--- src/hdl/buck3_cfg_pkg.sv ---
/*
 * Constants and carrier types for the third buck converter configuration
 * register pair: offsets, field positions, reset values and signal bundles.
 * Assumes the serial control interface decodes its frames into the plain
 * register request bundle declared here.
 */
package buck3_cfg_pkg;

    // ==========================================================================
    // Register offsets
    localparam logic [7:0] RAMP_CONFIG_ADDR  = 8'h12;
    localparam logic [7:0] CLOCK_CONFIG_ADDR = 8'h13;

    // ==========================================================================
    // Field positions in the ramp configuration register
    localparam int OVP_BIT       = 7;
    localparam int FAST_DOWN_BIT = 6;
    localparam int DOWN_RAMP_BIT = 5;
    localparam int UP_RAMP_BIT   = 4;
    localparam int FAST_ON_BIT   = 3;
    localparam int SLOW_OFF_BIT  = 2;
    localparam int THRESH_LSB    = 0;

    // Field positions in the clock configuration register
    localparam int DEVIATION_BIT = 2;
    localparam int SPREAD_BIT    = 1;
    localparam int OSC_SRC_BIT   = 0;

    // ==========================================================================
    // Values after power-on reset
    localparam logic [7:0] RAMP_CONFIG_RESET  = 8'h03;
    localparam logic [7:0] CLOCK_CONFIG_RESET = 8'h05;

    // Bits writable in every part, bits writable only in engineering use, the threshold field and the readable clock bits
    localparam logic [7:0] RAMP_USER_MASK  = 8'h30;
    localparam logic [7:0] RAMP_ENG_MASK   = 8'h4f;
    localparam logic [7:0] RAMP_THR_MASK   = 8'h03;
    localparam logic [7:0] CLOCK_ENG_MASK  = 8'h07;
    localparam logic [7:0] CLOCK_READ_MASK = 8'h07;

    // ==========================================================================
    // Ramp-up threshold codes
    typedef enum logic [1:0] {
        THRESH_MINUS_50MV  = 2'h0,
        THRESH_MINUS_100MV = 2'h1,
        THRESH_MINUS_150MV = 2'h2,
        THRESH_MINUS_200MV = 2'h3
    } ramp_threshold_e;

    // Register request from the serial control interface
    typedef struct packed {
        logic       wr;
        logic       rd;
        logic [7:0] addr;
        logic [7:0] wdata;
    } reg_req_s;

    // Controls toward the analog converter
    typedef struct packed {
        logic            up_ramp_active;
        logic            down_ramp_active;
        logic            bypass_inhibit;
        logic            fast_down_ramp_en;
        logic            fast_on_high_side_en;
        logic            slow_off_high_side_en;
        ramp_threshold_e ramp_threshold_sel;
        logic            spread_deviation_sel;
        logic            spread_spectrum_en;
        logic            oscillator_source_sel;
    } converter_ctrl_s;

endpackage

--- src/hdl/level_sync.sv ---
/*
 * Two flip-flop synchroniser for a group of slow level inputs.
 * Assumes each input is a level that holds for several clock cycles.
 */
`timescale 1ns/100ps

module level_sync #(
    parameter int WIDTH = 1
) (
    input  wire logic             clk,
    input  wire logic             rstn,
    input  wire logic [WIDTH-1:0] async_in,
    output logic      [WIDTH-1:0] sync_out
);

    // First stage feeds only the second stage
    logic [1:0][WIDTH-1:0] stage_reg;
    logic [1:0][WIDTH-1:0] stage_next;

    // Shift the inputs through both stages
    always_comb begin
        stage_next[0] = async_in;
        stage_next[1] = stage_reg[0];
    end

    // Stage registers
    always_ff @(posedge clk or negedge rstn) begin
        if (!rstn) begin
            stage_reg <= '0;
        end else begin
            stage_reg <= stage_next;
        end
    end

    assign sync_out = stage_reg[1];

endmodule

--- src/hdl/buck3_config_registers.sv ---
/*
 * Configuration register pair of the third step-down converter, with the
 * overvoltage flag, ramp support enables, drive options, threshold select
 * and spread-spectrum clock controls, plus registered converter controls.
 * Assumes the serial control interface delivers one-cycle read and write
 * strobes on clk, and that the overvoltage comparator and the engineering
 * mode strap arrive asynchronously.
 * The controls drive the analog converter directly, so each one leaves a
 * flip-flop and none glitches while a register is written.
 * A read and a write to one register in the same cycle return the old value
 * and store the new one.
 * Limitation: the down-ramp advice for tracking mode is left to software;
 * nothing here knows whether the converter tracks.
 */
//
// What this block does
// RULE1: Overvoltage disables ramp support and bypass, sticky.
// RULE2: Software keeps down-ramp off outside tracking mode.
// RULE3: Two-bit threshold code selects -50 to -200 mV.
// RULE4: Engineering-writable bits read-only in production.
// RULE5: Power-on reset loads documented defaults.
// RULE6: Deviation select: 0 gives 200, 1 300 kHz.
// RULE7: Oscillator source: 0 own, 1 charge pump.
// RULE8: Enables active high; reserved bits read zero.
`timescale 1ns/100ps

module buck3_config_registers #(
    parameter bit THRESHOLD_PRESENT = 1'b1
) (
    input  wire logic                            clk,
    input  wire logic                            rstn,
    input  wire buck3_cfg_pkg::reg_req_s         req,
    input  wire logic                            ovp_detect,
    input  wire logic                            eng_mode,
    output logic                     [7:0]       reg_rdata,
    output logic                                 reg_rvalid,
    output buck3_cfg_pkg::converter_ctrl_s       ctrl
);

    // ==========================================================================
    // State
    typedef struct packed {
        logic [7:0]                     ramp_cfg;
        logic [7:0]                     clock_cfg;
        logic [7:0]                     rdata;
        logic                           rvalid;
        buck3_cfg_pkg::converter_ctrl_s ctrl;
    } state_s;

    state_s     state_reg;
    state_s     state_next;
    logic [1:0] sync_level;
    logic       ovp_seen;
    logic       eng_ok;

    // ==========================================================================
    // Pin synchronisation
    level_sync #(
        .WIDTH (2)
    ) u_sync (
        .clk      (clk),
        .rstn     (rstn),
        .async_in ({eng_mode, ovp_detect}),
        .sync_out (sync_level)
    );

    assign ovp_seen = sync_level[0];
    assign eng_ok   = sync_level[1];

    // ==========================================================================
    // Register update, read path and converter controls
    always_comb begin
        logic [7:0] ramp_mask;
        logic [7:0] clock_mask;
        logic       wr_ramp;
        logic       wr_clock;
        logic       ovp_clear;
        logic       ovp;
        ramp_mask  = buck3_cfg_pkg::RAMP_USER_MASK;
        clock_mask = 8'h00;
        wr_ramp    = req.wr && (req.addr == buck3_cfg_pkg::RAMP_CONFIG_ADDR);
        wr_clock   = req.wr && (req.addr == buck3_cfg_pkg::CLOCK_CONFIG_ADDR);
        ovp_clear  = wr_ramp && req.wdata[buck3_cfg_pkg::OVP_BIT];
        ovp        = 1'b0;
        state_next = state_reg;

        // Engineering bits only take writes in engineering use
        if (eng_ok) begin                                           // RULE4
            ramp_mask  = ramp_mask | buck3_cfg_pkg::RAMP_ENG_MASK;  // RULE4
            clock_mask = buck3_cfg_pkg::CLOCK_ENG_MASK;             // RULE4
        end
        // Threshold field is fixed on silicon without it
        if (!THRESHOLD_PRESENT) begin                               // RULE3
            ramp_mask = ramp_mask & ~buck3_cfg_pkg::RAMP_THR_MASK;
        end

        // Masked writes keep unwritable bits; the masks never hold the flag
        // bit, which has its own clear and set below
        if (wr_ramp) begin
            state_next.ramp_cfg = (state_reg.ramp_cfg & ~ramp_mask)
                                | (req.wdata & ramp_mask);
        end
        if (wr_clock) begin
            state_next.clock_cfg = (state_reg.clock_cfg & ~clock_mask)
                                 | (req.wdata & clock_mask);         // RULE4
        end

        // Writing one clears the flag; writing zero leaves it as it was
        if (ovp_clear) begin
            state_next.ramp_cfg[buck3_cfg_pkg::OVP_BIT] = 1'b0;     // RULE1
        end

        // Overvoltage sets the flag and wins over a clear in the same cycle,
        // so a fault still present can never be written away
        if (ovp_seen) begin
            state_next.ramp_cfg[buck3_cfg_pkg::OVP_BIT] = 1'b1;     // RULE1
        end

        // Read data one cycle after the strobe; unmapped reads return zero
        state_next.rvalid = req.rd;
        if (req.rd) begin
            unique case (req.addr)
                buck3_cfg_pkg::RAMP_CONFIG_ADDR: begin
                    state_next.rdata = state_reg.ramp_cfg;
                end
                buck3_cfg_pkg::CLOCK_CONFIG_ADDR: begin
                    state_next.rdata = state_reg.clock_cfg
                                     & buck3_cfg_pkg::CLOCK_READ_MASK; // RULE8
                end
                default: begin
                    state_next.rdata = 8'h00;
                end
            endcase
        end

        // Converter controls follow the updated register values, so they
        // move on the same edge as the write that changes them.
        // The flag forces bypass and both ramp supports off whatever the
        // enable bits hold; the bits themselves are kept for after the clear.
        ovp = state_next.ramp_cfg[buck3_cfg_pkg::OVP_BIT];
        state_next.ctrl.bypass_inhibit   = ovp;                     // RULE1
        state_next.ctrl.up_ramp_active   =
            state_next.ramp_cfg[buck3_cfg_pkg::UP_RAMP_BIT] && !ovp;     // RULE1
        state_next.ctrl.down_ramp_active =
            state_next.ramp_cfg[buck3_cfg_pkg::DOWN_RAMP_BIT] && !ovp;   // RULE1
        // Drive options and ramp speed pass straight through
        state_next.ctrl.fast_down_ramp_en =
            state_next.ramp_cfg[buck3_cfg_pkg::FAST_DOWN_BIT];            // RULE8
        state_next.ctrl.fast_on_high_side_en =
            state_next.ramp_cfg[buck3_cfg_pkg::FAST_ON_BIT];              // RULE8
        state_next.ctrl.slow_off_high_side_en =
            state_next.ramp_cfg[buck3_cfg_pkg::SLOW_OFF_BIT];             // RULE8
        state_next.ctrl.ramp_threshold_sel = buck3_cfg_pkg::ramp_threshold_e'(
            state_next.ramp_cfg[buck3_cfg_pkg::THRESH_LSB +: 2]);         // RULE3
        // Spread-spectrum clock controls from the second register
        state_next.ctrl.spread_deviation_sel =
            state_next.clock_cfg[buck3_cfg_pkg::DEVIATION_BIT];           // RULE6
        state_next.ctrl.spread_spectrum_en =
            state_next.clock_cfg[buck3_cfg_pkg::SPREAD_BIT];              // RULE8
        state_next.ctrl.oscillator_source_sel =
            state_next.clock_cfg[buck3_cfg_pkg::OSC_SRC_BIT];             // RULE7
    end

    // State register with power-on defaults
    always_ff @(posedge clk or negedge rstn) begin
        if (!rstn) begin
            state_reg                            <= '0;
            state_reg.ramp_cfg                   <= buck3_cfg_pkg::RAMP_CONFIG_RESET;  // RULE5
            state_reg.clock_cfg                  <= buck3_cfg_pkg::CLOCK_CONFIG_RESET; // RULE5
            state_reg.ctrl.ramp_threshold_sel    <= buck3_cfg_pkg::THRESH_MINUS_200MV; // RULE5
            state_reg.ctrl.spread_deviation_sel  <= 1'b1;                              // RULE6
            state_reg.ctrl.oscillator_source_sel <= 1'b1;                              // RULE7
        end else begin
            state_reg <= state_next;
        end
    end

    // Outputs straight from the state register
    assign reg_rdata  = state_reg.rdata;
    assign reg_rvalid = state_reg.rvalid;
    assign ctrl       = state_reg.ctrl;

endmodule

--- config.mk ---
export PLATFORM = sky130hd
export DESIGN_NAME = buck3_config_registers
export DESIGN_NICKNAME = d
export VERILOG_FILES = /design/src/hdl/buck3_cfg_pkg.sv /design/src/hdl/level_sync.sv /design/src/hdl/buck3_config_registers.sv
export SDC_FILE = /design/constraint.sdc
export NUM_CORES = 1
export LEC_CHECK = 0
export ABC_CLOCK_PERIOD_IN_PS = 3300
export BUFFER_PORTS_ARGS = -buffer_cell sky130_fd_sc_hd__buf_2
export CAP_MARGIN = 20
export CORE_ASPECT_RATIO = 1.25
export CORE_UTILIZATION = 30
export CTS_CLUSTER_DIAMETER = 120
export DETAILED_ROUTE_END_ITERATION = 8
export HOLD_SLACK_MARGIN = 0.05
export SETUP_SLACK_MARGIN = 0.5
export SLEW_MARGIN = 20
export SYNTH_ARGS = -nofsm -noshare
export SYNTH_HDL_FRONTEND = slang
export SYNTH_SLANG_ARGS = --single-unit
export TNS_END_PERCENT = 20
--- constraint.sdc ---
create_clock -name clk -period 3.3 [get_ports clk]
set_input_delay 0.495 -clock clk [delete_from_list [all_inputs] [get_ports clk]]
set_output_delay 0.495 -clock clk [all_outputs]
set_load 0.1 [all_outputs]
# Word level (Yosys, flattened, before mapping)
# Index checks and enable logic that the tools add are counted.
# Widths: inputs -> output; s select.
classes:
  n_mul: 0
  shift: 0
  n_div: 0
  bitwise: 8
  magnitude_cmp: 0
  reduce_logical: 6
  mux: 7
  n_addsub: 0
  eq_ne: 2
op_table:
  columns: ["cell", "count"]
  rows:
  - ["$and 8x8->8", 4]
  - ["$eq 8x5->1 const B", 2]
  - ["$not 8->8", 2]
  - ["$or 8x8->8", 2]
  - ["$pmux 8 s2", 1]
  - ["$mux 8", 1]
  - ["$mux 7", 1]
  - ["$mux 3", 2]
  - ["$logic_and 1x1->1", 5]
  - ["$mux 1", 2]
  - ["$logic_not 1->1", 1]
totals:
  ramBits: 0
  n_memories: 0
  regBits: 40
  romBits: 0
  latchBits: 0
  word_cells: 40

# Depth between registers and ports, before layout
depth:
  depth_word: 9
  mapped_depth: 4
  ltp_nobuf: 3

# Hierarchy
# From an unflattened synthesis, not the netlist that was laid out.
hier_totals:
  hier_cells: 109
  hier_area_um2: 1241.2
by_module_without_submodules:
  columns: ["module", "instances", "cells_per_inst", "seq_area_each_um2", "area_each_um2"]
  rows:
  - ["buck3_config_registers", 1, 105, 555.5, 1141.1]
  - ["level_sync", 1, 4, 100.1, 100.1]

# Worst setup path before layout
# Ideal clock, no wire load.
synth_path:
  path_kind: "input-to-reg"
  start: "in req[8] (netlist name)"
  end: "reg, netlist name ctrl[10]"
  required_ns: 3.218
  setup_slack_ns: 1.454
  n_path_buf: 1
  arrival_ns: 1.764
  stages: 4
  path_cell_list: "buf_6 -> or4b_4 -> or4_1 -> a31oi_1"
synth_lines:
  columns: ["item", "line_no", "text"]
  rows:
  - ["from (decl)", "buck3_config_registers.sv:32", "input wire buck3_cfg_pkg::reg_req_s req,"]

# Worst setup path after layout
layout_path:
  start: "reg, netlist name ctrl[3]"
  end: "out ctrl[3] (netlist name)"
layout_lines:
  columns: ["item", "line_no", "text"]
  rows:
  - ["to (decl)", "buck3_config_registers.sv:37", "output buck3_cfg_pkg::converter_ctrl_s ctrl"]
# No word-level cell between the ends.

==> metrics.md <==
| Metric | Value |
|---|---|
| Met2 routing resource usage after global routing | `24.0%` |
| Critical Path Slowest Stage Cell | `sky130_fd_sc_hd__dfstp_2` |
| Flip-flop cell with the highest count after synthesis | `sky130_fd_sc_hd__dfrtp_1` |
| RSZ-0062 raised after global routing | `false` |
| Part of the power in combinational logic | `9.9%` |
| Signal arrival time at the worst endpoint | `1.26 ns` |
| Initial Util | `31.7%` |
| Tcrit/Tclk final | `53.1%` |
| Design Area, Final | `1410 µm²` |
| Busiest grt layer | `met2` |
| Number of distinct library cells after synthesis | `24` |
| CTS Buf Count | `3` |
| Overall routed net length | `2390 µm` |
| Via count of the first global-routing pass | `883` |
| Library cell used as clock root buffer | `sky130_fd_sc_hd__clkbuf_8` |
| Worst setup timing slack at the placement stage | `1.29 ns` |
| Combined global-route utilization of all metal layers | `11.9%` |
| Global placement routability congestion | `0.813` |
| Critical-path maximum fanout | `3` |
| Antenna violations before repair | `0` |
| Core Box Area | `3850 µm²` |
| Switching power summed over all nets | `0.156 mW` |
| TritonCTS clock tree | `done` |
| Placement row count | `25` |
| Required time worst endpoint | `2.80 ns` |
| Leakage power | `0.699 nW` |
| Share of synthesized flip-flops with an asynchronous set or reset | `100%` |
| Setup bufs post-CTS | `0` |
| DR vias/cell | `4.61` |
| Hold bufs inserted after CTS | `0` |
| Met3 track demand over resource | `1.41%` |
| Detailed placer's ending HPWL | `1920 µm` |
| Ant. Diodes | `0` |
| Ports placed on the boundary | `42` |
| Clock transition time at the flip-flop clock pins of the worst setup and hold paths | `0.09 ns` |
| Slew @ Worst Pin | `0.586 ns` |
| Final-stage net count | `143` |
| Max-Cap Viols | `0` |
| Number of optimization iterations in the first detailed-route pass | `4` |
| Overall overflow remaining after global route | `0` |
| Max Clock Freq | `571 MHz` |
| First-pass GRT wire length | `3870 µm` |
| Number of nets with antenna violations after routing | `0` |
| Power density over the cells | `470 nW/µm²` |
| Summed negative setup slack over all endpoints | `0 ns` |
| Switching share of total power | `23.5%` |
| Sequential power share | `49.8%` |
| Drt first-iter violations | `26` |
| Result of the run | `finished, final reports clean` |
| Worst max-slew margin expressed relative to the limit | `60.8%` |
| Final count of pins violating max slew | `0` |
| # resized after CTS | `0` |
| Net Count, Synth | `117` |
| Total clock sinks | `26` |
| Minimum period implied by the final worst setup slack | `1.75 ns` |
| Mean cell area of the mapped netlist | `12.8 µm²` |
| Nature of the critical path endpoint | `primary output` |
| Critical Path, Cell by Cell | `buf_2` |
| Type of the tightest min-delay check | `in2async` |
| End-of-flow core utilization | `36.6%` |
| Area of the die | `4320 µm²` |
| Count of final setup violators | `0` |
| Max Root-Sink Buffers | `2` |
| Number of placed cells counting well taps | `170` |
| Largest voltage drop on the vdd net | `0.000148 V` |
| Number of buffer and inverter stages on the critical path | `1` |
| Source-to-sink clock delay at the later pin of the worst-skew pair | `0.27 ns` |
| Setup crit start kind | `flop` |
| Area growth from synthesis to layout | `15.6%` |
| Die X | `59.0 µm` |
| Setup ws final | `1.55 ns` |
| Placement-stage cell area | `1340 µm²` |
| Internal Pwr Total | `0.507 mW` |
| Type of the worst setup path | `reg2out` |
| GR Layer Usage met1 | `11.4%` |
| Proportion of power drawn by the clock network | `40.3%` |
| Worst-case clock skew | `0.00148 ns` |
| Cells after Synth | `95` |
| Sequential cell area fraction in the yosys report | `53.8%` |
| Number of flops mapped to enable cells by yosys | `0` |
| Vertical extent of the die | `73.3 µm` |
| Via Count | `802` |
| Routed length per placed instance | `13.7 µm` |
| Longest individual stage delay on the worst path | `0.56 ns` |
| Maximum number of pins on one net before global-route repair | `27` |
| Share of layout cells above drive strength 1 | `51.7%` |
| Count of final hold-check violations | `0` |
| Count of input and output buffers | `41` |
| Number of remaining DRC errors | `0` |
| Kind of cell with the highest combined delay on the critical path | `flip-flops` |
| Flip-flop and latch count after synthesis | `26` |
| Post-synth design cell area | `1220 µm²` |
| Yosys warns | `0` |
| Number of H-tree levels | `1` |
| Count of placed standard cells in the final layout, fillers left out | `174` |
-- cells in the final DEF (no fill, tap or decap), types with 3 or more instances in the layout --
cell type,synthesis,layout
sky130_fd_sc_hd__clkbuf_8,0,3
sky130_fd_sc_hd__buf_2,0,41
sky130_fd_sc_hd__nand3_1,3,3
sky130_fd_sc_hd__mux2i_1,3,3
sky130_fd_sc_hd__o2bb2ai_1,3,3
sky130_fd_sc_hd__dfrtp_1,22,22
sky130_fd_sc_hd__dfstp_2,4,4
sky130_fd_sc_hd__a22o_1,5,5
sky130_fd_sc_hd__mux2_2,10,10
sky130_fd_sc_hd__nand4_1,4,4
-- cell type report --
| type | instances | area [µm²] |
|---|---|---|
| well taps | 54 | 67.6 |
| flip-flops and latches | 26 | 656 |
| inverters | 3 | 11.3 |
| multi-input cells | 46 | 398 |
| clock buffers | 3 | 41.3 |
| clock inverters | 1 | 30.0 |
| repair buffers | 41 | 205 |
| fillers | 376 | 2440 |
-- final timing paths --
path / cells after the start / startpoint / to / slack (ns)
worst max-delay path: 1 / ctrl[3]$_DFFE_PN1N_ / ctrl[3] / 1.55
min in group clk: 1 / ovp_detect / u_sync.stage_next[2]$_DFF_PN0_ / 0.32
worst min register to register: 0 / u_sync.stage_next[3]$_DFF_PN0_ / u_sync.sync_out[1]$_DFF_PN0_ / 0.36
worst min-delay path: 1 / rstn / reg_rdata[4]$_DFFE_PN0P_ / 0.20
max in group asynchronous: 1 / rstn / asynchronous set/reset pin / 2.72
worst max register to register: 3 / u_sync.sync_out[1]$_DFF_PN0_ / flop / 2.12
-- metrics by stage --
step           hold WS (ns)  total power, mW
2_1_floorplan         0.199            0.378
3_3_place_gp          0.334            0.402
3_5_place_dp          0.339            0.403
4_1_cts               0.222            0.666
5_1_grt               0.240            0.687
6_report              0.201            0.663
-- power groups by stage --
stage,logic [mW],clock network (mW),registers [mW]
global route,0.0709,0.284,0.331
floorplan,0.0378,0,0.340
global placement,0.0652,0,0.337
detailed placement,0.0664,0,0.337
finish,0.0654,0.267,0.330
CTS,0.0666,0.269,0.330
-- synth_stat cells, types with 2 or more instances --
| cell type | instances | area (µm²) |
|---|---|---|
| sky130_fd_sc_hd__o2bb2ai_1 | 3 | 26.3 |
| sky130_fd_sc_hd__nand3_1 | 3 | 15.0 |
| sky130_fd_sc_hd__dfrtp_1 | 22 | 551 |
| sky130_fd_sc_hd__a22o_1 | 5 | 43.8 |
| sky130_fd_sc_hd__buf_4 | 19 | 143 |
| sky130_fd_sc_hd__dfstp_2 | 4 | 105 |
| sky130_fd_sc_hd__mux2i_1 | 3 | 30.0 |
| sky130_fd_sc_hd__inv_1 | 2 | 7.51 |
| sky130_fd_sc_hd__a31oi_1 | 2 | 12.5 |
| sky130_fd_sc_hd__mux2_2 | 10 | 113 |
| sky130_fd_sc_hd__nand2_1 | 2 | 7.51 |
| sky130_fd_sc_hd__or4_1 | 2 | 15.0 |
| sky130_fd_sc_hd__nand4_1 | 4 | 25.0 |
| sky130_fd_sc_hd__nor4b_2 | 2 | 30.0 |
| sky130_fd_sc_hd__nor2b_1 | 2 | 12.5 |
| sky130_fd_sc_hd__o311ai_0 | 2 | 17.5 |
-- per-layer routing --
metal / vias to the layer above / routed length, µm
met5: - / 0
met3: 5 / 91
li1: 382 / -
met4: 0 / 50
met2: 25 / 1420
met1: 390 / 824
-- logic make-up after synthesis --
logic type,after synthesis,share of synthesized area (%)
AND/OR/NAND/NOR,20,12.1
flip-flops,26,53.8
multiplexers,13,11.7
AO/OA/AOI/OAI,13,8.83
buffers and inverters,23,13.6
No activity file was read; power rests on OpenSTA's default activity.
